File: src/pkg/io_port_pkg.sv
package io_port_pkg;
  localparam int NPORT = 5;
  localparam int NPIN  = 32;
  localparam int NCB   = 6;
  localparam int CW    = 16;
  localparam int DIVW  = 8;
  localparam int CFGW  = 11;
  localparam int SYNCW = NPIN + NPORT;
  localparam int PORT_W [0:4] = '{1, 4, 8, 16, 32};
  // Link pin range, arbitrary placement inside the wide port
  localparam int LINK_LO = 16;
  localparam int LINK_HI = 25;
  // Address split: unit in addr[6:3], register in addr[2:0]
  localparam logic [3:0] UNIT_GLOBAL = 4'h5;
  localparam logic [3:0] UNIT_CB     = 4'h6;
  localparam logic [2:0] REG_CTRL    = 3'h0;
  localparam logic [2:0] REG_DATA    = 3'h1;
  localparam logic [2:0] REG_COND    = 3'h2;
  localparam logic [2:0] REG_TIME    = 3'h3;
  localparam logic [2:0] REG_COUNT   = 3'h4;
  localparam logic [2:0] REG_STAMP   = 3'h5;
  localparam logic [2:0] REG_STATUS  = 3'h6;
  localparam logic [2:0] REG_LINK    = 3'h0;
  // Control field positions
  localparam int CTRL_EN      = 0;
  localparam int CTRL_OUT     = 1;
  localparam int CTRL_OD      = 2;
  localparam int CTRL_CLK_LO  = 3;
  localparam int CTRL_COND_LO = 6;
  localparam int CTRL_TIMED   = 8;
  localparam int CTRL_SIN     = 9;
  localparam int CTRL_SOUT    = 10;
  localparam int CB_SRC       = 0;
  localparam int CB_DIV_LO    = 8;
  localparam int STAT_EMPTY   = 0;
  localparam int STAT_FULL    = 1;
  localparam logic [CFGW-1:0] CTRL_RESET = 11'h000;
  localparam logic [DIVW-1:0] DIV_RESET  = 8'h00;
  // Wait conditions
  localparam logic [1:0] COND_NONE = 2'h0;
  localparam logic [1:0] COND_EQ   = 2'h1;
  localparam logic [1:0] COND_NE   = 2'h2;
endpackage : io_port_pkg

File: src/pkg/clk_blk_if.sv
`timescale 1ns/1ps
interface clk_blk_if;
  logic [io_port_pkg::NCB-1:0]  src_pin;
  logic [io_port_pkg::DIVW-1:0] div [io_port_pkg::NCB];
  logic                         ext_clk;
  logic [io_port_pkg::NCB-1:0]  tick;
  modport blocks (input src_pin, div, ext_clk, output tick);
  modport ctrl (output src_pin, div, ext_clk, input tick);
endinterface : clk_blk_if

File: src/pkg/port_ctrl_if.sv
`timescale 1ns/1ps
interface port_ctrl_if #(parameter int W = 1);
  logic          enable;
  logic          dir_out;
  logic [1:0]    cond_mode;
  logic          timed;
  logic          strobe_in_en;
  logic          strobe_out_en;
  logic [W-1:0]  cond_val;
  logic [15:0]   time_val;
  logic          wr;
  logic          rd;
  logic [W-1:0]  wdata;
  logic [W-1:0]  rdata;
  logic          empty;
  logic          full;
  logic [15:0]   count;
  logic [15:0]   stamp;
  modport engine (input enable, dir_out, cond_mode, timed, strobe_in_en,
                  strobe_out_en, cond_val, time_val, wr, rd, wdata,
                  output rdata, empty, full, count, stamp);
  modport ctrl (output enable, dir_out, cond_mode, timed, strobe_in_en,
                strobe_out_en, cond_val, time_val, wr, rd, wdata,
                input rdata, empty, full, count, stamp);
endinterface : port_ctrl_if

File: src/hdl/clock_blocks.sv
`timescale 1ns/1ps
module clock_blocks (
  // Clock and reset
  input  wire logic clock,
  input  wire logic rst_n,
  // Configuration and ticks
  clk_blk_if.blocks cb
);
  logic ext_prev_r;
  logic ext_rise;

  always_ff @(posedge clock) begin
    if (!rst_n) begin
      ext_prev_r <= 1'b0;
    end else begin
      ext_prev_r <= cb.ext_clk;
    end
  end

  assign ext_rise = cb.ext_clk && !ext_prev_r;

  for (genvar b = 0; b < io_port_pkg::NCB; b++) begin : g_blk
    logic [io_port_pkg::DIVW-1:0] cnt_r;
    logic                         base;
    assign base       = cb.src_pin[b] ? ext_rise : 1'b1;
    assign cb.tick[b] = base && (cnt_r == cb.div[b]);
    always_ff @(posedge clock) begin
      if (!rst_n) begin
        cnt_r <= '0;
      end else if (cb.tick[b]) begin
        cnt_r <= '0;
      end else if (base) begin
        cnt_r <= cnt_r + 1'b1;
      end
    end
  end
endmodule : clock_blocks

File: src/hdl/port_engine.sv
`timescale 1ns/1ps
module port_engine #(
  parameter int W = 1
) (
  // Clock and reset
  input  wire logic         clock,
  input  wire logic         rst_n,
  // Pacing and pins
  input  wire logic         tick,
  input  wire logic [W-1:0] pin_in,
  input  wire logic         ready_in,
  output logic      [W-1:0] pin_val,
  output logic              strobe_out,
  output logic              event_out,
  // Core side
  port_ctrl_if.engine       ctl
);
  logic [W-1:0] shift_r;
  logic         shift_v_r;
  logic [W-1:0] xfer_r;
  logic         xfer_v_r;
  logic [15:0]  count_r;
  logic [15:0]  stamp_r;
  logic         cond_ok;
  logic         fire;
  logic         mv_out;
  logic         mv_in;
  logic         push;

  always_comb begin
    case (ctl.cond_mode)
      io_port_pkg::COND_EQ: cond_ok = (pin_in == ctl.cond_val);
      io_port_pkg::COND_NE: cond_ok = (pin_in != ctl.cond_val);
      default:              cond_ok = 1'b1;
    endcase
  end

  // Pin transfer only on the paced tick, held off by time, strobe, condition
  assign fire = ctl.enable && tick
             && (!ctl.timed || count_r == ctl.time_val)
             && (!ctl.strobe_in_en || ready_in)
             && (ctl.dir_out ? shift_v_r : (!shift_v_r && cond_ok));
  assign mv_out = ctl.enable && ctl.dir_out && !shift_v_r && xfer_v_r;
  assign mv_in  = ctl.enable && !ctl.dir_out && shift_v_r
               && (!xfer_v_r || ctl.rd);
  // Full transfer register refuses the word instead of stalling the bus
  assign push   = ctl.enable && ctl.dir_out && ctl.wr && !xfer_v_r;

  always_ff @(posedge clock) begin
    if (!rst_n || !ctl.enable) begin
      count_r <= '0;
    end else if (tick) begin
      count_r <= count_r + 16'h0001;
    end
  end

  always_ff @(posedge clock) begin
    if (!rst_n || !ctl.enable) begin
      shift_v_r <= 1'b0;
      shift_r   <= '0;
    end else if (fire && !ctl.dir_out) begin
      shift_v_r <= 1'b1;
      shift_r   <= pin_in;
    end else if (fire) begin
      shift_v_r <= 1'b0;
    end else if (mv_out) begin
      shift_v_r <= 1'b1;
      shift_r   <= xfer_r;
    end else if (mv_in) begin
      shift_v_r <= 1'b0;
    end
  end

  always_ff @(posedge clock) begin
    if (!rst_n || !ctl.enable) begin
      xfer_v_r <= 1'b0;
      xfer_r   <= '0;
    end else if (mv_in) begin
      xfer_v_r <= 1'b1;
      xfer_r   <= shift_r;
    end else if (push) begin
      xfer_v_r <= 1'b1;
      xfer_r   <= ctl.wdata;
    end else if (mv_out || (ctl.rd && !ctl.dir_out)) begin
      xfer_v_r <= 1'b0;
    end
  end

  always_ff @(posedge clock) begin
    if (!rst_n) begin
      pin_val    <= '0;
      stamp_r    <= '0;
      strobe_out <= 1'b0;
      event_out  <= 1'b0;
    end else begin
      strobe_out <= fire && ctl.dir_out && ctl.strobe_out_en;
      event_out  <= fire;
      if (fire) begin
        stamp_r <= count_r;
      end
      if (fire && ctl.dir_out) begin
        pin_val <= shift_r;
      end
    end
  end

  assign ctl.rdata = xfer_r;
  assign ctl.empty = !xfer_v_r;
  assign ctl.full  = xfer_v_r;
  assign ctl.count = count_r;
  assign ctl.stamp = stamp_r;
endmodule : port_engine

File: src/hdl/timed_shift_serializer_io_port.sv
// Design decisions made here: the register addresses and the strobed register port.
`timescale 1ns/1ps
// How it works
// Five ports: 1, 4, 8, 16, 32 pins
// Whole port is either input or output
// Drive pins, or sample, optionally waiting
// Every core access finishes in one cycle
// Open drain: zero pulls low, one floats
// Shift stage plus transfer register form FIFO
// Sixteen-bit counter schedules pin transfers
// Counter readable anytime, delays I/O
// Counter captured as timestamp per transfer
// Enabled link takes its pins from ports
// Narrower enabled port beats wider on pins
// Unshared wider port pins stay usable
// Port always moves its own width
// Six clock blocks, block 0 reference
// Single-pin port can source a block
// Optional divider on pin-sourced clock
// Ready-in strobe accepted, strobe out generated
// Reset attaches every port to block 0
// Pin events go to scheduler, no interrupts
// Wait on pins equal or unequal value
// Full or empty transfer register refuses access
module timed_shift_serializer_io_port (
  // Clock and reset
  input  wire logic        clock,
  input  wire logic        rst_n,
  // Register port
  input  wire logic [7:0]  addr,
  input  wire logic [31:0] wdata,
  input  wire logic        wr,
  input  wire logic        rd,
  output logic      [31:0] rdata,
  // Pins
  input  wire logic [31:0] pin_in,
  output logic      [31:0] pin_out,
  output logic      [31:0] pin_oe,
  // Strobes and scheduler events
  input  wire logic [4:0]  ready_in,
  output logic      [4:0]  strobe_out,
  output logic      [4:0]  event_out
);
  localparam int NP = io_port_pkg::NPORT;
  localparam int NC = io_port_pkg::NCB;

  logic [io_port_pkg::CFGW-1:0] ctrl_r [NP];
  logic [31:0]                  cond_r [NP];
  logic [15:0]                  time_r [NP];
  logic                         link_en_r;
  logic [NC-1:0]                cb_src_r;
  logic [io_port_pkg::DIVW-1:0] cb_div_r [NC];

  logic [io_port_pkg::SYNCW-1:0] s1_r;
  logic [io_port_pkg::SYNCW-1:0] s2_r;
  logic [io_port_pkg::SYNCW-1:0] s3_r;
  logic [io_port_pkg::SYNCW-1:0] stable_r;
  logic [31:0]                   pins_s;
  logic [4:0]                    ready_s;

  logic [3:0]  unit;
  logic [2:0]  rsel;
  logic [NP-1:0] wr_data;
  logic [NP-1:0] rd_data;
  logic [31:0] pdat [NP];
  logic [31:0] pval [NP];
  logic [15:0] pcnt [NP];
  logic [15:0] pstm [NP];
  logic [NP-1:0] pempty;
  logic [NP-1:0] pfull;
  logic [NC-1:0] tick;
  logic [31:0] out_c;
  logic [31:0] oe_c;

  assign unit = addr[6:3];
  assign rsel = addr[2:0];

  // Three stages; a change is believed only once stages two and three agree
  always_ff @(posedge clock) begin
    if (!rst_n) begin
      s1_r <= '0;
      s2_r <= '0;
      s3_r <= '0;
    end else begin
      s1_r <= {ready_in, pin_in};
      s2_r <= s1_r;
      s3_r <= s2_r;
    end
  end

  for (genvar i = 0; i < io_port_pkg::SYNCW; i++) begin : g_sync
    always_ff @(posedge clock) begin
      if (!rst_n) begin
        stable_r[i] <= 1'b0;
      end else if (s2_r[i] == s3_r[i]) begin
        stable_r[i] <= s3_r[i];
      end
    end
  end

  assign pins_s  = stable_r[31:0];
  assign ready_s = stable_r[io_port_pkg::SYNCW-1:32];

  // Register writes
  always_ff @(posedge clock) begin
    if (!rst_n) begin
      for (int k = 0; k < NP; k++) begin
        ctrl_r[k] <= io_port_pkg::CTRL_RESET;
        cond_r[k] <= '0;
        time_r[k] <= '0;
      end
      link_en_r <= 1'b0;
    end else if (wr) begin
      for (int k = 0; k < NP; k++) begin
        if (unit == 4'(k)) begin
          case (rsel)
            io_port_pkg::REG_CTRL: ctrl_r[k] <= wdata[10:0];
            io_port_pkg::REG_COND: cond_r[k] <= wdata;
            io_port_pkg::REG_TIME: time_r[k] <= wdata[15:0];
            default: ;
          endcase
        end
      end
      if (unit == io_port_pkg::UNIT_GLOBAL
          && rsel == io_port_pkg::REG_LINK) begin
        link_en_r <= wdata[0];
      end
    end
  end

  // Block 0 stays on the reference clock; its fields cannot be written
  always_ff @(posedge clock) begin
    if (!rst_n) begin
      for (int b = 0; b < NC; b++) begin
        cb_src_r[b] <= 1'b0;
        cb_div_r[b] <= io_port_pkg::DIV_RESET;
      end
    end else if (wr && unit == io_port_pkg::UNIT_CB) begin
      for (int b = 1; b < NC; b++) begin
        if (rsel == 3'(b)) begin
          cb_src_r[b] <= wdata[io_port_pkg::CB_SRC];
          cb_div_r[b] <= wdata[io_port_pkg::CB_DIV_LO +: 8];
        end
      end
    end
  end

  always_comb begin
    for (int k = 0; k < NP; k++) begin
      wr_data[k] = wr && unit == 4'(k) && rsel == io_port_pkg::REG_DATA;
      rd_data[k] = rd && unit == 4'(k) && rsel == io_port_pkg::REG_DATA;
    end
  end

  clk_blk_if cbi ();
  assign cbi.src_pin = cb_src_r;
  assign cbi.div     = cb_div_r;
  assign cbi.ext_clk = pins_s[0];
  assign tick        = cbi.tick;

  clock_blocks u_cb (
    .clock (clock),
    .rst_n (rst_n),
    .cb    (cbi)
  );

  for (genvar k = 0; k < NP; k++) begin : g_port
    localparam int PW = io_port_pkg::PORT_W[k];
    logic [PW-1:0] pv;
    logic [2:0]    csel;
    logic          ptick;
    port_ctrl_if #(.W(PW)) pif ();

    assign csel  = ctrl_r[k][io_port_pkg::CTRL_CLK_LO +: 3];
    assign ptick = (int'(csel) < NC) ? tick[csel] : 1'b0;
    assign pif.enable        = ctrl_r[k][io_port_pkg::CTRL_EN];
    assign pif.dir_out       = ctrl_r[k][io_port_pkg::CTRL_OUT];
    assign pif.cond_mode     = ctrl_r[k][io_port_pkg::CTRL_COND_LO +: 2];
    assign pif.timed         = ctrl_r[k][io_port_pkg::CTRL_TIMED];
    assign pif.strobe_in_en  = ctrl_r[k][io_port_pkg::CTRL_SIN];
    assign pif.strobe_out_en = ctrl_r[k][io_port_pkg::CTRL_SOUT];
    assign pif.cond_val      = cond_r[k][PW-1:0];
    assign pif.time_val      = time_r[k];
    assign pif.wr            = wr_data[k];
    assign pif.rd            = rd_data[k];
    assign pif.wdata         = wdata[PW-1:0];
    assign pdat[k]   = 32'(pif.rdata);
    assign pval[k]   = 32'(pv);
    assign pcnt[k]   = pif.count;
    assign pstm[k]   = pif.stamp;
    assign pempty[k] = pif.empty;
    assign pfull[k]  = pif.full;

    port_engine #(.W(PW)) u_eng (
      .clock      (clock),
      .rst_n      (rst_n),
      .tick       (ptick),
      .pin_in     (pins_s[PW-1:0]),
      .ready_in   (ready_s[k]),
      .pin_val    (pv),
      .strobe_out (strobe_out[k]),
      .event_out  (event_out[k]),
      .ctl        (pif)
    );
  end

  // Pin ownership: narrowest enabled port covering the pin wins
  always_comb begin
    int own;
    logic hit;
    own   = 0;
    hit   = 1'b0;
    out_c = '0;
    oe_c  = '0;
    for (int p = 0; p < io_port_pkg::NPIN; p++) begin
      own = 0;
      hit = 1'b0;
      for (int k = NP - 1; k >= 0; k--) begin
        if (ctrl_r[k][io_port_pkg::CTRL_EN]
            && p < io_port_pkg::PORT_W[k]) begin
          own = k;
          hit = 1'b1;
        end
      end
      if (link_en_r && p >= io_port_pkg::LINK_LO
          && p <= io_port_pkg::LINK_HI) begin
        hit = 1'b0;
      end
      if (hit && ctrl_r[own][io_port_pkg::CTRL_OUT]) begin
        if (ctrl_r[own][io_port_pkg::CTRL_OD]) begin
          out_c[p] = 1'b0;
          oe_c[p]  = !pval[own][p];
        end else begin
          out_c[p] = pval[own][p];
          oe_c[p]  = 1'b1;
        end
      end
    end
  end

  // Registered pin drive keeps pad outputs glitch free
  always_ff @(posedge clock) begin
    if (!rst_n) begin
      pin_out <= '0;
      pin_oe  <= '0;
    end else begin
      pin_out <= out_c;
      pin_oe  <= oe_c;
    end
  end

  // Read data stands one cycle after the strobe, never waits
  always_ff @(posedge clock) begin
    if (!rst_n) begin
      rdata <= '0;
    end else begin
      rdata <= '0;
      if (rd) begin
        for (int k = 0; k < NP; k++) begin
          if (unit == 4'(k)) begin
            case (rsel)
              io_port_pkg::REG_CTRL:   rdata <= 32'(ctrl_r[k]);
              io_port_pkg::REG_DATA:   rdata <= pdat[k];
              io_port_pkg::REG_COND:   rdata <= cond_r[k];
              io_port_pkg::REG_TIME:   rdata <= 32'(time_r[k]);
              io_port_pkg::REG_COUNT:  rdata <= 32'(pcnt[k]);
              io_port_pkg::REG_STAMP:  rdata <= 32'(pstm[k]);
              io_port_pkg::REG_STATUS:
                rdata <= 32'({pfull[k], pempty[k]});
              default: rdata <= '0;
            endcase
          end
        end
        if (unit == io_port_pkg::UNIT_GLOBAL
            && rsel == io_port_pkg::REG_LINK) begin
          rdata <= 32'(link_en_r);
        end
        if (unit == io_port_pkg::UNIT_CB && int'(rsel) < NC) begin
          rdata <= {16'h0000, cb_div_r[rsel], 7'h00, cb_src_r[rsel]};
        end
      end
    end
  end
endmodule : timed_shift_serializer_io_port

File: config.mk
export PLATFORM = sky130hd
export DESIGN_NAME = timed_shift_serializer_io_port
export DESIGN_NICKNAME = d
export VERILOG_FILES = /design/src/pkg/io_port_pkg.sv /design/src/pkg/clk_blk_if.sv /design/src/pkg/port_ctrl_if.sv /design/src/hdl/clock_blocks.sv /design/src/hdl/port_engine.sv /design/src/hdl/timed_shift_serializer_io_port.sv
export SDC_FILE = /design/constraint.sdc
export NUM_CORES = 2
export LEC_CHECK = 0
export BUFFER_PORTS_ARGS = -buffer_cell sky130_fd_sc_hd__buf_2
export CAP_MARGIN = 20
export CORE_ASPECT_RATIO = 1.75
export CORE_MARGIN = 3
export CORE_UTILIZATION = 41
export DETAILED_ROUTE_END_ITERATION = 7
export SYNTH_ARGS = -nofsm -noshare
export SYNTH_HDL_FRONTEND = slang
export SYNTH_SLANG_ARGS = --single-unit
File: constraint.sdc
create_clock -name clock -period 5.52 [get_ports clock]
set_input_delay 0.276 -clock clock [delete_from_list [all_inputs] [get_ports clock]]
set_output_delay 0.276 -clock clock [all_outputs]
set_load 0.01 [all_outputs]
Word level (Yosys, flattened, before mapping)
Memories as Yosys holds them, arrays and structs flattened.
Cells that the tools add are included.
- add/subtract/negate cells: 11
- $lt $le $gt $ge: 18
- equality and inequality tests: 84
- mux-type cells: 244
- bitwise operators: 29
- reduce and logical (&&, ||, !) cells: 263
- operators by type and width (kind ; number):
    case mux 32 bit (7 select lines) ; 5
    two-way mux 32 bit ; 21
    binary-select mux 32 bit (select 3 bit) ; 5
    two-way mux 16 bit ; 14
    two-way mux 1 bit ; 165
    greater-or-equal comparator 32 x 4 -> 1 bit, second input constant ; 5
    NOT 32 bit ; 5
    logical AND 1 bit ; 120
    equality test 16 bit ; 6
    adder 16 x 1 -> 16 bit, second input constant ; 5
    two-way mux 8 bit ; 9
    zero test 1 bit ; 64
    two-way mux 11 bit ; 5
    adder 8 x 1 -> 8 bit, second input constant ; 6
    equality test 8 bit ; 6
    equality test 1 bit ; 38
    AND reduction 2 bit ; 18
    equality test 32 bit ; 1
    inequality test 32 bit ; 1
    two-way mux 4 bit ; 7
    logical OR 1 bit ; 25
    binary-select mux 8 bit (select 3 bit) ; 1
    less-than comparator 3 x 4 -> 1 bit, second input constant ; 6
    nonzero test 2 bit ; 10
    30 further kinds ; 101
- bits in registers: 702
- memory bits (writable): 295
- bits of input ports: 81
- output and inout bits: 106
- logic and storage cells: 769
- memories kept: 3
- memory list (memory ; depth ; width ; rd ports ; clocked after Yosys merged registers in ; write ports ; RTL line ; source):
    cond_r ; 5 ; 32 ; 5 ; 0 ; 5 ; timed_shift_serializer_io_port.sv:48 ; logic [31:0] cond_r [NP];
    time_r ; 5 ; 16 ; 5 ; 0 ; 5 ; timed_shift_serializer_io_port.sv:49 ; logic [15:0] time_r [NP];
    ctrl_r ; 5 ; 11 ; 10 ; 0 ; 5 ; timed_shift_serializer_io_port.sv:47 ; logic [io_port_pkg::CFGW-1:0] ctrl_r [NP];

Depth between registers and ports, before layout
- depth in word-level cells: 14
- mapped depth: 12
- depth with buffers taken out: 9

Modules after synthesis
From an unflattened synthesis, not the netlist that was laid out.
- cells, all modules: 4247
- area total of the unflattened synthesis: 43676.9 um^2
- modules (own cells, without submodules) (module ; instances ; cells each ; area an instance (um^2) ; sequential area each (um^2)):
    timed_shift_serializer_io_port ; 1 ; 2004 ; 23621.4 ; 14664.1
    port_engine at g_port[4].u_eng ; 1 ; 672 ; 6154.7 ; 2642.5
    port_engine at g_port[3].u_eng ; 1 ; 435 ; 3907.5 ; 1681.6
    port_engine at g_port[2].u_eng ; 1 ; 336 ; 2917.8 ; 1201.2
    clock_blocks ; 1 ; 325 ; 2876.5 ; 980.9
    port_engine at g_port[1].u_eng ; 1 ; 244 ; 2230.9 ; 960.9
    port_engine at g_port[0].u_eng ; 1 ; 231 ; 1968.1 ; 780.7

Worst setup path before layout
OpenSTA, ideal clock, no wires.
- path kind: input-to-reg
- from: input port addr[1]
- to: memory cond_r[0][0], enable pin
- library setup time: 0.466 ns
- arrival: 4.298 ns
- data required time: 5.054 ns
- slack: 0.757 ns
- stages: 8
- buffers on the path: 4
- cells stage by stage: clkbuf_1 -> nand2b_1 -> nor2_1 -> clkbuf_1 -> clkbuf_1 -> buf_1 -> nand2_1 -> o21ai_0
- RTL lines (what ; RTL line ; source):
    from (decl) ; timed_shift_serializer_io_port.sv:30 ; input wire logic [7:0] addr,
    to (decl) ; timed_shift_serializer_io_port.sv:48 ;

Worst setup path in the final report
- from: register stable_r (netlist bit cbi.ext_clk)
- to: register g_port[3].u_eng.count_r[13]
- longest elaborated chain between the ends: 6
- elaborated cells on any way between the ends: 14
- those cells by class: mux: 8; reduce/logical: 6
- RTL lines (what ; RTL line ; source):
    from (decl) ; timed_shift_serializer_io_port.sv:57 ; logic [io_port_pkg::SYNCW-1:0] stable_r;
    from (signal, indexed assignment) ; timed_shift_serializer_io_port.sv:96 ; stable_r[i] <= s3_r[i];
    logical AND 1 bit (*) ; clock_blocks.sv:20 ; assign ext_rise = cb.ext_clk && !ext_prev_r;
    two-way mux 1 bit ; clock_blocks.sv:25 ; assign base = cb.src_pin[b] ? ext_rise : 1'b1;
    logical AND 1 bit ; clock_blocks.sv:26 ; assign cb.tick[b] = base && (cnt_r == cb.div[b]);
    binary-select mux 1 bit (select 3 bit) (*) ; timed_shift_serializer_io_port.sv:175 ; assign ptick = (int'(csel) < NC) ? tick[csel] : 1'b0;
    two-way mux 1 bit (not written as such) (*) ; timed_shift_serializer_io_port.sv:175 ;
    two-way mux 1 bit (*) ; timed_shift_serializer_io_port.sv:175 ;
    to (signal assigned) ; port_engine.sv:53 ; count_r <= count_r + 16'h0001;
    to (decl) ; port_engine.sv:22 ; logic [15:0] count_r;
Mark *: on every way between the ends. The rest lies on a longest branch, timed or not. The select of a mux whose other input is x is not followed.
A chain may end at the register's enable or synchronous reset.

==> impl_metrics.ini <==
[run_status]
status = complete, no violations

[setup_path]
r2r-end = g_port[3].u_eng.ctl.count[13]
r2r-start = cbi.ext_clk
endpoint_kind = register
critPathRequiredTime_ns = 6.12
cp-start-kind = register
cp_max_fo = 15
path_class = reg2reg
crit_arrival_ns = 4.79
timing.reg2reg.worst_path_depth = 8
rrSetupSlack_ns = 1.32

[route]
drt_iter0_drc = 3141
viasPerCell = 5.955
wirelength_mm = 164.3
drc = 0
wl_per_cell_um = 28.98
first_pass_iters = 6
via_count = 33760
detail-route-antenna-nets = 0

[sta]
layout_setup_ws_ns = 1.322
fmax_ghz = 0.2382
final.period_utilization_pct = 76.05
finalSetupTns_ns = 0
slew_violations = 0
hold_slack_ns = 0.04023
rsz0062_at_grt = no
relSlewSlack_pct = 21.61
finClkSkew_ns = 0.03243
final-setup-viol-count = 0
tightestPinTransition_ns = 1.146
hold_viol_final = 0
fin_crit_ns = 4.198

[power_and_ir_drop]
power_density_mw_per_mm2 = 313.8
power.internal_mw = 11.42
irDropWorstVdd_v = 0.0002574
clockPowerShare_pct = 41.9
p_sw_mw = 3.713
switching_share_pct = 24.53
p_leak_nw = 18.02
p_seq_share_pct = 51.9
p_total_mw = 15.14
p_comb_share_pct = 6.2

[layout]
final_util_pct = 47.11
area_growth_pct = 13.36
nFillCells = 9682
register_area_mm2 = 0.02291
final_area_mm2 = 0.04824
num-nets-final = 4357
layoutNonFillerInstCount = 5669
multi_input_area_mm2 = 0.01834
drive_gt1_share_pct = 12.09

[yosys]
syn-num-nets = 4241
synth_warnings = 0
synthCells = 4138
yosysSeqAreaShare_pct = 53.84
async_flop_share_pct = 0
synth-edff-count = 295
synth.distinct_cells = 87
ys.flop_type = dfxtp_1
synth_area_per_cell_um2 = 10.28
synth_seq_cells = 997
synth_area_mm2 = 0.04255

[grt]
grt_max_degree = 167
antenna_found_initial = 8
grt_use_total_pct = 29.75
grt_overflow = 0
grt_pass1_vias = 32720
grt_first_pass_wirelength_mm = 233.1

[floorplan]
die_h_um = 432.2
start_util_pct = 41.56
core_area_mm2 = 0.1024
dieArea_mm2 = 0.1078
die_width_um = 249.5
ios = 187
placementRows = 155

[hold_path]
hold_class = in2reg
holdPathEnd = rdata[3]
min_from = addr[5]
min_path_cells = 4

[place]
dp_hpwl_mm = 116.7
port_buffers = 185
dp.cells = 5434
gp_congestion = 1.006
dpl_cell_area_mm2 = 0.04471
dpl_worst_slack_ns = 1.442

[cts]
cts_buffers = 89
clkSinkCount = 997
cts_htree_levels = 3
insertion_delay_ns = 0.71
cts_max_path_buffers = 3
tritoncts = done
cts_root_buf = clkbuf_16
clkTransAtPathRegs_ns = 0.07

[run]
max_cap_violations = 0
## routing by layer
layer	track usage, %	vias up	wire [um]
met3	6.082	622	11220
li1	-	15010	-
met2	50.32	1617	79170
met5	0	-	31
met4	25.37	4	16870
met1	31.74	16500	57000
## state kept, by name, summed over array words and instances (netlist names), 40 cells and up
name,flops
cond_r,160
g_port.u_eng.ctl.count,80
g_port.u_eng.ctl.stamp,80
time_r,80
g_port.u_eng.ctl.rdata,61
g_port.u_eng.pin_val,61
g_port.u_eng.shift_r,61
ctrl_r,55
u_cb.g_blk.cnt_r,48
cb_div_r,40
## power by group through the flow
| stage | sequential [mW] | clock, mW | combinational, mW |
|---|---|---|---|
| final | 7.85 | 6.35 | 0.938 |
| after global routing | 7.86 | 6.68 | 0.973 |
| after CTS | 7.85 | 6.43 | 0.914 |
| after detailed placement | 8.01 | 0 | 0.877 |
| after global placement | 8.01 | 0 | 0.874 |
| after floorplan | 7.95 | 0 | 0.516 |
## synthesized netlist by cell type, types with 22 or more instances
master,instances,area (um2)
dfxtp_1,702,14050
nor2_1,484,1817
nand2_1,307,1152
edfxtp_1,295,8859
mux2i_1,295,2953
a21oi_1,225,1126
clkbuf_1,210,788.3
and2_1,201,1257
xor2_1,161,1410
nand3_1,129,645.6
a22oi_1,127,953.4
o21ai_0,122,610.6
xnor2_1,105,919.6
a211oi_1,99,743.2
nand4_1,60,375.4
buf_2,42,210.2
inv_1,41,153.9
a221oi_1,39,341.6
o221a_2,29,326.6
buf_1,28,105.1
nor4_1,28,175.2
nor2b_1,27,168.9
nor3_1,27,135.1
nand2b_1,25,156.4
a31oi_1,23,143.9
buf_4,22,165.2
ha_1,22,275.3
## cell usage in the layout, fill, tap and decap left out, drive strengths merged, types with 16 or more instances in the layout
cell	n
a211oi	103
clkbuf	117
xnor2	105
and2	201
ha	22
nand2b	26
o211ai	17
inv	45
a21oi	226
nor4	35
nor2b	27
o221a	29
and3	20
nand3	130
o22ai	16
dlygate4sd3	61
a22oi	127
mux2i	295
nand2	309
xor2	161
nor3	27
o21ai	126
clkinv	33
nand4	60
buf	268
a31oi	23
mux4	17
edfxtp	295
a221oi	39
dfxtp	702
nor2	486
## cell families after synthesis
family                     after synthesis  synth area share, %
DFF                                    997                53.84
muxes                                  322                8.104
AOI/OAI and AO/OA                      800                12.78
buffers and inverters                  346                3.423
xor gates and xnor gates               266                5.475
adders and majority gates               22               0.6469
and+or+nand+nor                       1385                15.73
## worst max-delay path, stage by stage, from the launching register on
cell and delay [ns]:
dfxtp_1 0.70, nand2b_4 0.28, a211oi_1 0.56, nand3_1 0.36, o221ai_1 0.62, a22o_1 0.67, nor4b_4 0.51, a31oi_1 0.15
a41o_1 0.22
## worst max path at each step
| stage | from | end | slack, ns | cells past startpoint |
|---|---|---|---|---|
| after CTS | cbi.ext_clk | g_port[3].u_eng.ctl.count[13] | 1.43 | 8 |
| after global placement | cbi.ext_clk | g_port[3].u_eng.ctl.count[13] | 1.53 | 8 |
| final | cbi.ext_clk | g_port[3].u_eng.ctl.count[13] | 1.32 | 8 |
| after floorplan | addr[1] | cond_r[0][0] | 0.76 | 8 |
| after detailed placement | cbi.ext_clk | g_port[3].u_eng.ctl.count[13] | 1.44 | 8 |
| after global routing | cbi.ext_clk | g_port[4].u_eng.shift_r[24] | 1.23 | 8 |
## what timing repair did
item | in CTS | in global routing
buffers inserted | 0 | 0
hold endpoints to repair | 66 | 0
hold buffers | 61 | 0
gates resized for setup | 0 | 0
## cell type report
cell class                 count  share of cell area (%)
sequential                   997                   47.50
multi-input combinational   2795                   38.02
clock buffer                 116                   5.234
timing repair buffer         330                   4.677
tap                         1334                   3.460
clock inverter                48                  0.7418
inverter                      41                  0.3294
antenna                        8                 0.04150
Power figures use the tool's default switching activity.
